## config.mk

```make
export PLATFORM = sky130hd
export DESIGN_NAME = stop_mode_clock_protect
export DESIGN_NICKNAME = d
export VERILOG_FILES = /design/src/inc/stop_clock_pkg.sv /design/src/design/stop_mode_clock_protect.sv
export SDC_FILE = /design/constraint.sdc
export NUM_CORES = 1
export LEC_CHECK = 0
export ABC_CLOCK_PERIOD_IN_PS = 2000
export BUFFER_PORTS_ARGS = -buffer_cell sky130_fd_sc_hd__buf_4
export CORE_MARGIN = 1
export CORE_UTILIZATION = 56
export DETAILED_ROUTE_END_ITERATION = 6
export GPL_TIMING_DRIVEN = 0
export PLACE_DENSITY = 0.8
export SYNTH_ARGS = -nofsm -noshare
export SYNTH_HDL_FRONTEND = slang
export SYNTH_SLANG_ARGS = --single-unit
```

## constraint.sdc

```tcl
create_clock -name core_clk -period 2 [get_ports core_clk]
set_input_delay 0.2 -clock core_clk [delete_from_list [all_inputs] [get_ports core_clk]]
set_output_delay 0.2 -clock core_clk [all_outputs]
set_load 0.02 [all_outputs]
```

## src/inc/stop_clock_pkg.sv

```systemverilog
// constants, register indices and bit positions for the stop/clock-protect block
// assumes a simple strobe register port, byte-wide registers in the low bits
package stop_clock_pkg;
    localparam int unsigned ADDR_W = 4;
    localparam int unsigned DATA_W = 8;

    // register indices (own map)
    localparam logic [3:0] CLOCK_CONTROL_REG_A_IDX         = 4'h0;
    localparam logic [3:0] CLOCK_CONTROL_REG_B_IDX         = 4'h1;
    localparam logic [3:0] PERIPHERAL_CLOCK_SELECT_REG_IDX = 4'h2;
    localparam logic [3:0] PROCESSOR_MODE_REG_A_IDX        = 4'h3;
    localparam logic [3:0] PROCESSOR_MODE_REG_B_IDX        = 4'h4;
    localparam logic [3:0] PROCESSOR_MODE_REG_C_IDX        = 4'h5;
    localparam logic [3:0] WRITE_PROTECT_REG_IDX           = 4'h6;
    localparam logic [3:0] PORT9_DIRECTION_REG_IDX         = 4'h7;
    localparam logic [3:0] SERIAL3_CONTROL_REG_IDX         = 4'h8;
    localparam logic [3:0] SERIAL4_CONTROL_REG_IDX         = 4'h9;
    localparam logic [3:0] STATUS_REG_IDX                  = 4'hA;

    // clock_control_reg_a bits
    localparam int unsigned WAIT_PERIPH_CLOCK_STOP_POS  = 2;
    localparam int unsigned MAIN_OSC_STOP_BIT_POS       = 5;
    localparam int unsigned DIVIDE_BY_EIGHT_SELECT_POS  = 6;
    localparam int unsigned CPU_CLOCK_SOURCE_SELECT_POS = 7;
    // clock_out select field, bits 1:0: 0 port, 1 fc, 2 f8, 3 f32
    localparam logic [1:0]  CLOCK_OUTPUT_PIN_SEL_FC  = 2'h1;
    // clock_control_reg_b bits
    localparam int unsigned STOP_ALL_CLOCKS_BIT_POS = 0;
    localparam int unsigned MAIN_DIVIDER_BIT_POS    = 1;
    localparam int unsigned MAIN_OSC_DRIVE_HIGH_POS = 5;
    // processor_mode_reg_c bit
    localparam int unsigned CLOCK_CHANGE_LOCK_POS = 1;
    // write_protect_reg bits
    localparam int unsigned CLOCK_REGS_WRITE_ENABLE_POS  = 0;
    localparam int unsigned MODE_REGS_WRITE_ENABLE_POS   = 1;
    localparam int unsigned PORT_SERIAL_WRITE_ENABLE_POS = 2;
    // processor_mode_reg_a bits 1:0 select memory expansion
    localparam logic [1:0] SINGLE_CHIP_MODE = 2'h0;

    // reset values
    localparam logic [7:0] CLOCK_CONTROL_REG_A_RST = 8'h48;
    localparam logic [7:0] CLOCK_CONTROL_REG_B_RST = 8'h20;
    localparam logic [7:0] ZERO_RST                = 8'h00;

    // mask of protected bits under clock_change_lock
    localparam logic [7:0] LOCK_MASK_A = 8'hA4;
    localparam logic [7:0] LOCK_MASK_B = 8'h03;

    // clocks restart delay after wake, in cycles
    localparam logic [3:0] WAKE_SETTLE_CYCLES = 4'h8;
endpackage : stop_clock_pkg

```

## src/design/stop_mode_clock_protect.sv

```systemverilog
// stop mode, clock-change lock and write-protect logic of the clock controller
// assumes cpu register port on core_clk; wake sources arrive as synchronous levels
//
// Summary of operation
// - stop mode gates main and sub oscillators and internal clocks
// - externally clocked peripherals keep running while stopped
// - nmi, key, int, timer-event, external-clock serial wake
// - expansion oscillator stops only when all three low
// - writing one to stop bit enters stop
// - entering stop sets divide-by-eight and high drive
// - reset, nmi or enabled peripheral request exits stop
// - wake restarts cpu clock then runs handler
// - wake resumes sub clock or main divided eight
// - outside single-chip mode, stopped bus pins hold; strobes driven high
// - single-chip clock out high for fc, else hold
// - lock bit blocks writes to clock bits
// - three enables protect clock, mode, port/serial registers
// - port/serial enable clears after any next write to another register
// - clock and mode enables cleared only by software
module stop_mode_clock_protect (
    input  wire logic        core_clk,
    input  wire logic        srst,
    input  wire logic [3:0]  reg_addr,
    input  wire logic [7:0]  reg_wdata,
    input  wire logic        reg_wr,
    input  wire logic        reg_rd,
    output logic      [7:0]  reg_rdata,
    input  wire logic        nmi_req,
    input  wire logic        key_int_req,
    input  wire logic        ext_pin_int_req,
    input  wire logic        timer_event_int_req,
    input  wire logic        serial_ext_clk_int_req,
    input  wire logic        periph_int_enabled,
    input  wire logic        expansion_crystal_osc_on,
    input  wire logic        expansion_osc_on_b,
    input  wire logic        expansion_osc_on_c,
    input  wire logic        clock_output_pin_div_in,
    output logic             main_osc_enable,
    output logic             sub_osc_enable,
    output logic             expansion_osc_enable,
    output logic             cpu_clock_enable,
    output logic             periph_clock_enable,
    output logic             ext_periph_clock_enable,
    output logic             cpu_on_sub_clock,
    output logic             cpu_main_div8,
    output logic             wake_irq,
    output logic             stopped,
    output logic             bus_hold_levels,
    output logic             bus_strobes_high,
    output logic             clock_output_pin,
    output logic [7:0]       port9_direction,
    output logic [7:0]       serial3_control,
    output logic [7:0]       serial4_control,
    output logic [7:0]       peripheral_clock_select
);
    typedef enum logic [1:0] {RUN, STOP, WAKE} pwr_state_t;

    pwr_state_t  state_reg;
    logic [7:0]  clock_control_reg_a;
    logic [7:0]  clock_control_reg_b;
    logic [7:0]  peripheral_clock_select_reg;
    logic [7:0]  processor_mode_reg_a;
    logic [7:0]  processor_mode_reg_b;
    logic [7:0]  processor_mode_reg_c;
    logic [7:0]  write_protect_reg;
    logic [7:0]  port9_direction_reg;
    logic [7:0]  serial3_control_reg;
    logic [7:0]  serial4_control_reg;
    logic [3:0]  settle_reg;
    logic        sub_before_stop_reg;
    logic        clock_output_pin_reg;
    logic        wake_irq_reg;
    logic [7:0]  rdata_reg;

    logic        clock_we;
    logic        mode_we;
    logic        port_we;
    logic        locked;
    logic        wake_src;
    logic        stop_write;

    // masked merge: bits in mask keep their old value
    function automatic logic [7:0] merge(input logic [7:0] old_v, input logic [7:0] new_v,
                                         input logic [7:0] keep);
        merge = (old_v & keep) | (new_v & ~keep);
    endfunction : merge

    function automatic logic hit(input logic [3:0] a, input logic [3:0] idx);
        hit = reg_wr && (a == idx);
    endfunction : hit

    assign clock_we = write_protect_reg[stop_clock_pkg::CLOCK_REGS_WRITE_ENABLE_POS];
    assign mode_we  = write_protect_reg[stop_clock_pkg::MODE_REGS_WRITE_ENABLE_POS];
    assign port_we  = write_protect_reg[stop_clock_pkg::PORT_SERIAL_WRITE_ENABLE_POS];
    assign locked   = processor_mode_reg_c[stop_clock_pkg::CLOCK_CHANGE_LOCK_POS];

    // only externally clocked sources can fire while oscillators are off
    assign wake_src = nmi_req || key_int_req || ext_pin_int_req
                      || ((timer_event_int_req || serial_ext_clk_int_req) && periph_int_enabled);

    assign stop_write = hit(reg_addr, stop_clock_pkg::CLOCK_CONTROL_REG_B_IDX) && clock_we && !locked
                        && reg_wdata[stop_clock_pkg::STOP_ALL_CLOCKS_BIT_POS];

    // power state
    always_ff @(posedge core_clk)
    begin
        if (srst)
        begin
            state_reg  <= RUN;
            settle_reg <= 4'h0;
        end
        else
        begin
            case (state_reg)
                RUN:
                begin
                    if (stop_write)
                    begin
                        state_reg <= STOP;
                    end
                end
                STOP:
                begin
                    if (wake_src)
                    begin
                        state_reg  <= WAKE;
                        settle_reg <= stop_clock_pkg::WAKE_SETTLE_CYCLES;
                    end
                end
                WAKE:
                begin
                    // clock restarts first, handler request follows settle
                    if (settle_reg == 4'h1)
                    begin
                        state_reg <= RUN;
                    end
                    settle_reg <= settle_reg - 4'h1;
                end
                default:
                begin
                    state_reg <= RUN;
                end
            endcase
        end
    end

    always_ff @(posedge core_clk)
    begin
        if (srst)
        begin
            wake_irq_reg <= 1'b0;
        end
        else
        begin
            wake_irq_reg <= (state_reg == WAKE) && (settle_reg == 4'h1);
        end
    end

    // remember clock source at stop entry
    always_ff @(posedge core_clk)
    begin
        if (srst)
        begin
            sub_before_stop_reg <= 1'b0;
        end
        else if (state_reg == RUN && stop_write)
        begin
            sub_before_stop_reg <= clock_control_reg_a[stop_clock_pkg::CPU_CLOCK_SOURCE_SELECT_POS];
        end
    end

    // clock control registers
    always_ff @(posedge core_clk)
    begin
        if (srst)
        begin
            clock_control_reg_a <= stop_clock_pkg::CLOCK_CONTROL_REG_A_RST;
            clock_control_reg_b <= stop_clock_pkg::CLOCK_CONTROL_REG_B_RST;
        end
        else
        begin
            if (hit(reg_addr, stop_clock_pkg::CLOCK_CONTROL_REG_A_IDX) && clock_we)
            begin
                clock_control_reg_a <= merge(clock_control_reg_a, reg_wdata,
                                             locked ? stop_clock_pkg::LOCK_MASK_A : 8'h00);
            end
            if (hit(reg_addr, stop_clock_pkg::CLOCK_CONTROL_REG_B_IDX) && clock_we)
            begin
                clock_control_reg_b <= merge(clock_control_reg_b, reg_wdata,
                                             locked ? stop_clock_pkg::LOCK_MASK_B : 8'h00);
            end
            if (state_reg == RUN && stop_write)
            begin
                clock_control_reg_a[stop_clock_pkg::DIVIDE_BY_EIGHT_SELECT_POS] <= 1'b1;
                clock_control_reg_b[stop_clock_pkg::MAIN_OSC_DRIVE_HIGH_POS]    <= 1'b1;
            end
            if (state_reg == WAKE && settle_reg == 4'h1)
            begin
                clock_control_reg_b[stop_clock_pkg::STOP_ALL_CLOCKS_BIT_POS] <= 1'b0;
            end
        end
    end

    always_ff @(posedge core_clk)
    begin
        if (srst)
        begin
            peripheral_clock_select_reg <= stop_clock_pkg::ZERO_RST;
        end
        else if (hit(reg_addr, stop_clock_pkg::PERIPHERAL_CLOCK_SELECT_REG_IDX) && clock_we)
        begin
            peripheral_clock_select_reg <= reg_wdata;
        end
    end

    // processor mode registers
    always_ff @(posedge core_clk)
    begin
        if (srst)
        begin
            processor_mode_reg_a <= stop_clock_pkg::ZERO_RST;
            processor_mode_reg_b <= stop_clock_pkg::ZERO_RST;
            processor_mode_reg_c <= stop_clock_pkg::ZERO_RST;
        end
        else if (mode_we)
        begin
            if (hit(reg_addr, stop_clock_pkg::PROCESSOR_MODE_REG_A_IDX))
            begin
                processor_mode_reg_a <= reg_wdata;
            end
            if (hit(reg_addr, stop_clock_pkg::PROCESSOR_MODE_REG_B_IDX))
            begin
                processor_mode_reg_b <= reg_wdata;
            end
            if (hit(reg_addr, stop_clock_pkg::PROCESSOR_MODE_REG_C_IDX))
            begin
                processor_mode_reg_c <= reg_wdata;
            end
        end
    end

    // protect register; port/serial enable self-clears on any later write to another address
    always_ff @(posedge core_clk)
    begin
        if (srst)
        begin
            write_protect_reg <= stop_clock_pkg::ZERO_RST;
        end
        else if (reg_wr)
        begin
            if (reg_addr == stop_clock_pkg::WRITE_PROTECT_REG_IDX)
            begin
                write_protect_reg <= reg_wdata;
            end
            else
            begin
                write_protect_reg[stop_clock_pkg::PORT_SERIAL_WRITE_ENABLE_POS] <= 1'b0;
            end
        end
    end

    // port and serial registers
    always_ff @(posedge core_clk)
    begin
        if (srst)
        begin
            port9_direction_reg <= stop_clock_pkg::ZERO_RST;
            serial3_control_reg <= stop_clock_pkg::ZERO_RST;
            serial4_control_reg <= stop_clock_pkg::ZERO_RST;
        end
        else if (port_we)
        begin
            if (hit(reg_addr, stop_clock_pkg::PORT9_DIRECTION_REG_IDX))
            begin
                port9_direction_reg <= reg_wdata;
            end
            if (hit(reg_addr, stop_clock_pkg::SERIAL3_CONTROL_REG_IDX))
            begin
                serial3_control_reg <= reg_wdata;
            end
            if (hit(reg_addr, stop_clock_pkg::SERIAL4_CONTROL_REG_IDX))
            begin
                serial4_control_reg <= reg_wdata;
            end
        end
    end

    // clock output pin: frozen or high while stopped
    always_ff @(posedge core_clk)
    begin
        if (srst)
        begin
            clock_output_pin_reg <= 1'b0;
        end
        else if (state_reg == STOP)
        begin
            if (clock_control_reg_a[1:0] == stop_clock_pkg::CLOCK_OUTPUT_PIN_SEL_FC)
            begin
                clock_output_pin_reg <= 1'b1;
            end
        end
        else
        begin
            clock_output_pin_reg <= clock_output_pin_div_in;
        end
    end

    // read port
    always_ff @(posedge core_clk)
    begin
        if (srst)
        begin
            rdata_reg <= 8'h00;
        end
        else if (reg_rd)
        begin
            if (reg_addr == stop_clock_pkg::CLOCK_CONTROL_REG_A_IDX)
                rdata_reg <= clock_control_reg_a;
            else if (reg_addr == stop_clock_pkg::CLOCK_CONTROL_REG_B_IDX)
                rdata_reg <= clock_control_reg_b;
            else if (reg_addr == stop_clock_pkg::PERIPHERAL_CLOCK_SELECT_REG_IDX)
                rdata_reg <= peripheral_clock_select_reg;
            else if (reg_addr == stop_clock_pkg::PROCESSOR_MODE_REG_A_IDX)
                rdata_reg <= processor_mode_reg_a;
            else if (reg_addr == stop_clock_pkg::PROCESSOR_MODE_REG_B_IDX)
                rdata_reg <= processor_mode_reg_b;
            else if (reg_addr == stop_clock_pkg::PROCESSOR_MODE_REG_C_IDX)
                rdata_reg <= processor_mode_reg_c;
            else if (reg_addr == stop_clock_pkg::WRITE_PROTECT_REG_IDX)
                rdata_reg <= write_protect_reg;
            else if (reg_addr == stop_clock_pkg::PORT9_DIRECTION_REG_IDX)
                rdata_reg <= port9_direction_reg;
            else if (reg_addr == stop_clock_pkg::SERIAL3_CONTROL_REG_IDX)
                rdata_reg <= serial3_control_reg;
            else if (reg_addr == stop_clock_pkg::SERIAL4_CONTROL_REG_IDX)
                rdata_reg <= serial4_control_reg;
            else if (reg_addr == stop_clock_pkg::STATUS_REG_IDX)
                rdata_reg <= {6'h00, state_reg};
            else
                rdata_reg <= 8'h00;
        end
        else
        begin
            rdata_reg <= 8'h00;
        end
    end

    assign reg_rdata = rdata_reg;

    assign stopped                 = (state_reg == STOP);
    assign main_osc_enable         = !stopped && !clock_control_reg_a[stop_clock_pkg::MAIN_OSC_STOP_BIT_POS];
    assign sub_osc_enable          = !stopped;
    assign cpu_clock_enable        = (state_reg == RUN);
    assign periph_clock_enable     = (state_reg == RUN);
    assign ext_periph_clock_enable = 1'b1;
    assign expansion_osc_enable    = !stopped || expansion_crystal_osc_on
                                     || expansion_osc_on_b || expansion_osc_on_c;
    assign cpu_on_sub_clock        = clock_control_reg_a[stop_clock_pkg::CPU_CLOCK_SOURCE_SELECT_POS]
                                     && (state_reg != WAKE || sub_before_stop_reg);
    assign cpu_main_div8           = !cpu_on_sub_clock
                                     && clock_control_reg_a[stop_clock_pkg::DIVIDE_BY_EIGHT_SELECT_POS];
    assign wake_irq                = wake_irq_reg;
    assign bus_hold_levels         = stopped && (processor_mode_reg_a[1:0] != stop_clock_pkg::SINGLE_CHIP_MODE);
    assign bus_strobes_high        = bus_hold_levels;
    assign clock_output_pin        = clock_output_pin_reg;
    assign port9_direction         = port9_direction_reg;
    assign serial3_control         = serial3_control_reg;
    assign serial4_control         = serial4_control_reg;
    assign peripheral_clock_select = peripheral_clock_select_reg;
endmodule : stop_mode_clock_protect

```

==> Word level (Yosys, flattened, before mapping) <==
Index checks and enable logic that the tools add are counted.
{ "classes": {"n_addsub": 1, "n_bitwise": 9, "muxes": 22, "n_reduce_logical": 49, "eq_ne": 19} }
{ "ops": {"columns": ["operator", "n"], "rows": [
  ["$mux W8", 11],
  ["$and A8 B8 Y8", 3],
  ["$logic_and A1 B1 Y1", 21],
  ["$eq A4 B3 Y1 const B", 4],
  ["$or A8 B8 Y8", 2],
  ["$reduce_and A2 Y1", 8],
  ["$eq A4 B4 Y1 const B", 3],
  ["$mux W2", 5],
  ["$and A8 B2 Y8", 1],
  ["$eq A4 B1 Y1 const B", 2],
  ["$eq A4 B2 Y1 const B", 2],
  ["$logic_or A1 B1 Y1", 8],
  ["$not A2 Y8", 1],
  ["$not A8 Y8", 1],
  ["$pmux W4 S2", 1],
  ["$ne A2 B1 Y1 const B", 3],
  ["$pmux W2 S3", 1],
  ["$reduce_or A2 Y1", 3],
  ["$eq A2 B1 Y1 const B", 2],
  ["$logic_not A1 Y1", 4],
  ["$logic_not A4 Y1", 1],
  ["$mux W4", 1],
  ["$ne A2 B2 Y1 const B", 2],
  ["$reduce_bool A2 Y1", 2],
  ["other kinds (6)", 8]
]} }
{ "totals": {"in_bits": 26, "regBits": 97} }

==> Logic depth before layout (Yosys ltp) <==
{ "depth": {"ltp_word": 12, "depth_mapped": 7, "mapped_depth_nobuf": 5} }

==> Least setup slack after synthesis <==
OpenSTA, ideal clock, no wires.
{ "synth_path": {"kind": "input -> register", "startpoint": "input reg_addr[0]", "endpoint": "register processor_mode_reg_b[2]", "path_stages": 5, "arrival_time_ns": 1.347, "n_path_buf": 2, "path_slack_ns": 0.526, "path_cell_list": "buf_2 -> buf_4 -> nor4_4 -> mux2i_1 -> nor2_1"} }
{ "synth_via": {"elab_chain_cells": 3} }
{ "synth_lines": {"columns": ["element", "line", "source"], "rows": [
  ["start, declared", "stop_mode_clock_protect.sv:23", "input wire logic [3:0] reg_addr,"],
  ["$eq A4 B3 Y1", "stop_mode_clock_protect.sv:89", "hit = reg_wr && (a == idx);"],
  ["$logic_and A1 B1 Y1", "stop_mode_clock_protect.sv:89", null],
  ["$reduce_and A2 Y1 (no line)", null, null],
  ["end signal, assigned", "stop_mode_clock_protect.sv:222", "processor_mode_reg_b <= stop_clock_pkg::ZERO_RST;"],
  ["end signal, assigned", "stop_mode_clock_protect.sv:233", "processor_mode_reg_b <= reg_wdata;"],
  ["end, declared", "stop_mode_clock_protect.sv:63", "logic [7:0] processor_mode_reg_b;"]
]} }
No other way between the ends.
A chain may end at the register's enable or synchronous reset.

==> Worst setup path in the final report <==
{ "layout_path": {"startpoint": "register write_protect_reg[2]", "endpoint": "register serial3_control_reg[6] (netlist: serial3_control[6])"} }
{ "layout_via": {"elab_chain_cells": 1} }
{ "layout_lines": {"columns": ["element", "line", "source"], "rows": [
  ["start, declared", "stop_mode_clock_protect.sv:65", "logic [7:0] write_protect_reg;"],
  ["start signal, assigned", "stop_mode_clock_protect.sv:247", "write_protect_reg <= stop_clock_pkg::ZERO_RST;"],
  ["start signal, assigned", "stop_mode_clock_protect.sv:253", "write_protect_reg <= reg_wdata;"],
  ["$reduce_and A2 Y1 (no line)", null, null],
  ["end signal, assigned", "stop_mode_clock_protect.sv:268", "serial3_control_reg <= stop_clock_pkg::ZERO_RST;"],
  ["end signal, assigned", "stop_mode_clock_protect.sv:279", "serial3_control_reg <= reg_wdata;"],
  ["end, declared", "stop_mode_clock_protect.sv:67", "logic [7:0] serial3_control_reg;"]
]} }
No other way between the ends.

==> summary.md <==
| Metric | Value |
|---|---|
| Number of synthesized flops with an enable pin | 0 |
| Post-synth ARST share | 0% |
| Slew headroom | 41.2% |
| Max-slew violation count | 0 |
| Worst Path Required | between 2 and 2.5 ns |
| Final Non-Filler Cells | roughly 650 |
| Final setup viols | 0 |
| Largest family of logic cells by synthesized area | multiplexers |
| Wire per inst | approximately 18 microns |
| DRT antenna net count | 0 |
| Hold path cells | 3 |
| Warnings, synthesis | 0 |
| Post-synthesis simple-gate area fraction | around 18% |
| Routed wire length | 11800 microns |
| Synthesized instance count | between 400 and 500 |
| Final HPWL DP | about 8300 microns |
| CP Launch Point | write_protect_reg[2]$_SDFFE_PP0P_ |
| Ant. Diodes | 0 |
| Total leakage power | 2.17 nW |
| Seq/Total Area, Yosys | a little over two fifths |
| CTS root buf | clkbuf_8 |
| Layout net count | 570 |
| Largest net degree at the start of global routing | 17 |
| Dpl cells | around 630 |
| Post-CTS setup buffer count | 0 |
| Tot Pwr | 3.75 mW |
| Synth Area in Compound Gates | between 8 and 9% |
| Via count | 3784 |
| Die ar. | ~8300 sq um |
| Switching Power | around 0.88 mW |
| Clk pwr share | about two fifths |
| First-pass GRT wire length | 18100 microns |
| Total GRT Usage | between 20 and 30% |
| F_max | approximately 550 MHz |
| Worst skew pair latency | 0.37 ns |
| CTS tree | built |
| Final Critical Period | between 1.5 and 2 ns |
| Period utilization | 91.3% |
| Number of global-route vias before repair | between 3000 and 4000 |
| Number of remaining DRC errors | 0 |
| Worst Path Arrival | just over 2 ns |
| Initial drt markers | about 310 |
| Crit path max fanout | 8 |
| Worst r2r src | write_protect_reg[2]$_SDFFE_PP0P_ |
| Synth top area share | approximately 44% |
| Post_cts resized | 0 |
| Clock Skew | between 0.006 and 0.007 ns |
| Area Growth Syn to Fin | 19.8% |
| Boundary Pins | 79 |
| Setup TNS | 0 ns |
| Worst Slack Setup Final | around 0.17 ns |
| CTS Sinks | just under 100 |
| Sw Ratio | 23.6% |
| Commonest cells in the netlist | dfxtp_1 (97), mux2i_1 (93), nor2_1 (88), clkbuf_1 (25), nand2_1 (15) |
| Starting Density | approximately 58% |
| Worst reg2reg path depth | 4 |
| Die Wd | ~91 microns |
| RR Endpoint | serial3_control[6]$_SDFFE_PP0P_ |
| Unrepaired setup endpoints after global routing | no |
| Total grt overflow | 0 |
| Post-synthesis mux area share | between 20% and 30% |
| Final hold vios | 0 |
| CP endpoint | serial3_control[6]$_SDFFE_PP0P_ |
| MaxCap Viol Count | 0 |
| Worst-Margin Slew | 0.875 ns |
| Crit. End Element | register |
| Post-Place Setup Slack | approximately 0.16 ns |
| CTS max path bufs | 2 |
| Cell taking the most area after synthesis | dfxtp_1 |
| Adder-cell share of the synthesized area | less than 1% |
| Layout cells sized above 1 | about a fifth |
| HP Class | primary input to register |
| Pwr/cell area | around 700 nW/um^2 |
| DR vias/cell | a little under 6 |
| R2R setup slack | approximately 0.17 ns |
| Initial antenna violation count | 0 |
| IO buf count | 68 |
| Combinational share of power | 7.1% |
| Die height | between 90 and 100 microns |
| Synthesis-stage register bit count | 97 |
| Critical Path Source Type | register |
| Max VDD drop | about 460 uV |
| Avg Cell Area, Syn | roughly 9.6 sq um |
| Drt pass-1 iters | 5 |
| CTS Buf Count | 9 |
| Most common cell in the netlist | dfxtp_1 |
| Number of placement rows | 32 |
| Pint | 2.86 mW |
| Hold buffer count at cts | 0 |
| Post-synthesis xor/xnor area fraction | less than 1% |
| H-tree Lvls | 3 |
| Post-Synthesis Net Count | approximately 490 |
| Setup CP Type | register to register |
| Netlist cell types | 48 |
| Fin util | between 60% and 70% |
| Main synth FF type | dfxtp_1 |
| Part of the power in registers | roughly half |
| Ranking of synthesized cells by area | dfxtp_1 (44%), mux2i_1 (21%), nor2_1 (7.4%) |
| CTS clk-pin slew, worst paths | about 0.090 ns |
| GPL Wtd Cong | ~0.88 |
| Post-synth design cell area | around 4400 sq um |
| Status | complete, no violations |
| Area of the core | a little under 8000 sq um |
==> worst max-delay path: stages, from the launching register on <==
cell and delay, ns:
dfxtp_1 0.37, nand2_1 0.19, nor4_4 0.77, mux2i_1 0.32, nor2_1 0.06
==> worst min path at each step <==
stage | from | end | slack, ns
floorplan | clock_output_pin_div_in | clock_output_pin$_SDFFE_PP0P_ | 0.37
global placement | clock_control_reg_a[3]$_SDFFE_PP1P_ | clock_control_reg_a[3]$_SDFFE_PP1P_ | 0.45
detailed placement | clock_control_reg_a[3]$_SDFFE_PP1P_ | clock_control_reg_a[3]$_SDFFE_PP1P_ | 0.45
CTS | clock_output_pin_div_in | clock_output_pin$_SDFFE_PP0P_ | 0.1
global route | ext_pin_int_req | state_reg[0]$_SDFFE_PP0P_ | 0.14
finish | clock_output_pin_div_in | clock_output_pin$_SDFFE_PP0P_ | 0.09
==> cells in the final DEF, fill, tap and decap left out, types with 4 or more instances in the layout <==
cell type | netlist | final
a211oi_1 | 4 | 4
dfxtp_1 | 97 | 97
clkbuf_8 | 0 | 9
mux2_2 | 6 | 6
o21ai_0 | 14 | 14
nor3_1 | 8 | 8
buf_4 | 5 | 73
nand2_1 | 15 | 15
a221oi_1 | 6 | 6
nand3_1 | 5 | 5
nor2b_1 | 8 | 8
nor2_1 | 88 | 88
nor3b_1 | 4 | 4
buf_2 | 5 | 5
inv_1 | 10 | 10
mux4_2 | 4 | 4
mux2i_1 | 93 | 93
clkbuf_1 | 25 | 26
nand2b_1 | 8 | 8
a21oi_1 | 12 | 12
==> cells by family after synthesis <==
| kind of cell | after synthesis |
|---|---|
| compound gates | 56 |
| xor+xnor | 2 |
| fa+ha+maj | 2 |
| buf+inv | 48 |
| flops | 97 |
| mux | 103 |
| other cells | 1 |
| simple gates | 154 |
==> metal layers <==
metal  GRT usage, %  vias to the layer above  share of wire [%]
met5              0                        -                  0
met4           9.66                        0                2.0
met3           4.69                       20                7.2
met2           48.6                      176                 48
met1           36.4                     1822                 43
li1               -                     1766                  -
==> stage by stage <==
step	instance area (sq um)	hold WS [ns]
6_report	5320	0.0911
5_1_grt	5320	0.140
2_1_floorplan	4440	0.366
3_3_place_gp	5080	0.448
3_5_place_dp	5080	0.453
4_1_cts	5320	0.0966
==> power by group through the flow <==
stage	clock [mW]	sequential (mW)	combinational, mW
final	1.54	1.94	0.267
after floorplan	0	1.99	0.157
after global routing	1.64	1.94	0.282
after CTS	1.54	1.94	0.262
after global placement	0	1.98	0.259
after detailed placement	0	1.98	0.260
==> cell type report <==
| class | instances | area [sq um] |
|---|---|---|
| inverters | 11 | 41.3 |
| fillers | 626 | 2370 |
| clock buffers | 10 | 128 |
| multi-input cells | 318 | 2280 |
| plain buffers | 37 | 171 |
| clock inverters | 6 | 113 |
| repair buffers | 68 | 510 |
| well taps | 102 | 128 |
| flip-flops and latches | 97 | 1940 |
(Power assumes the default switching activity.)
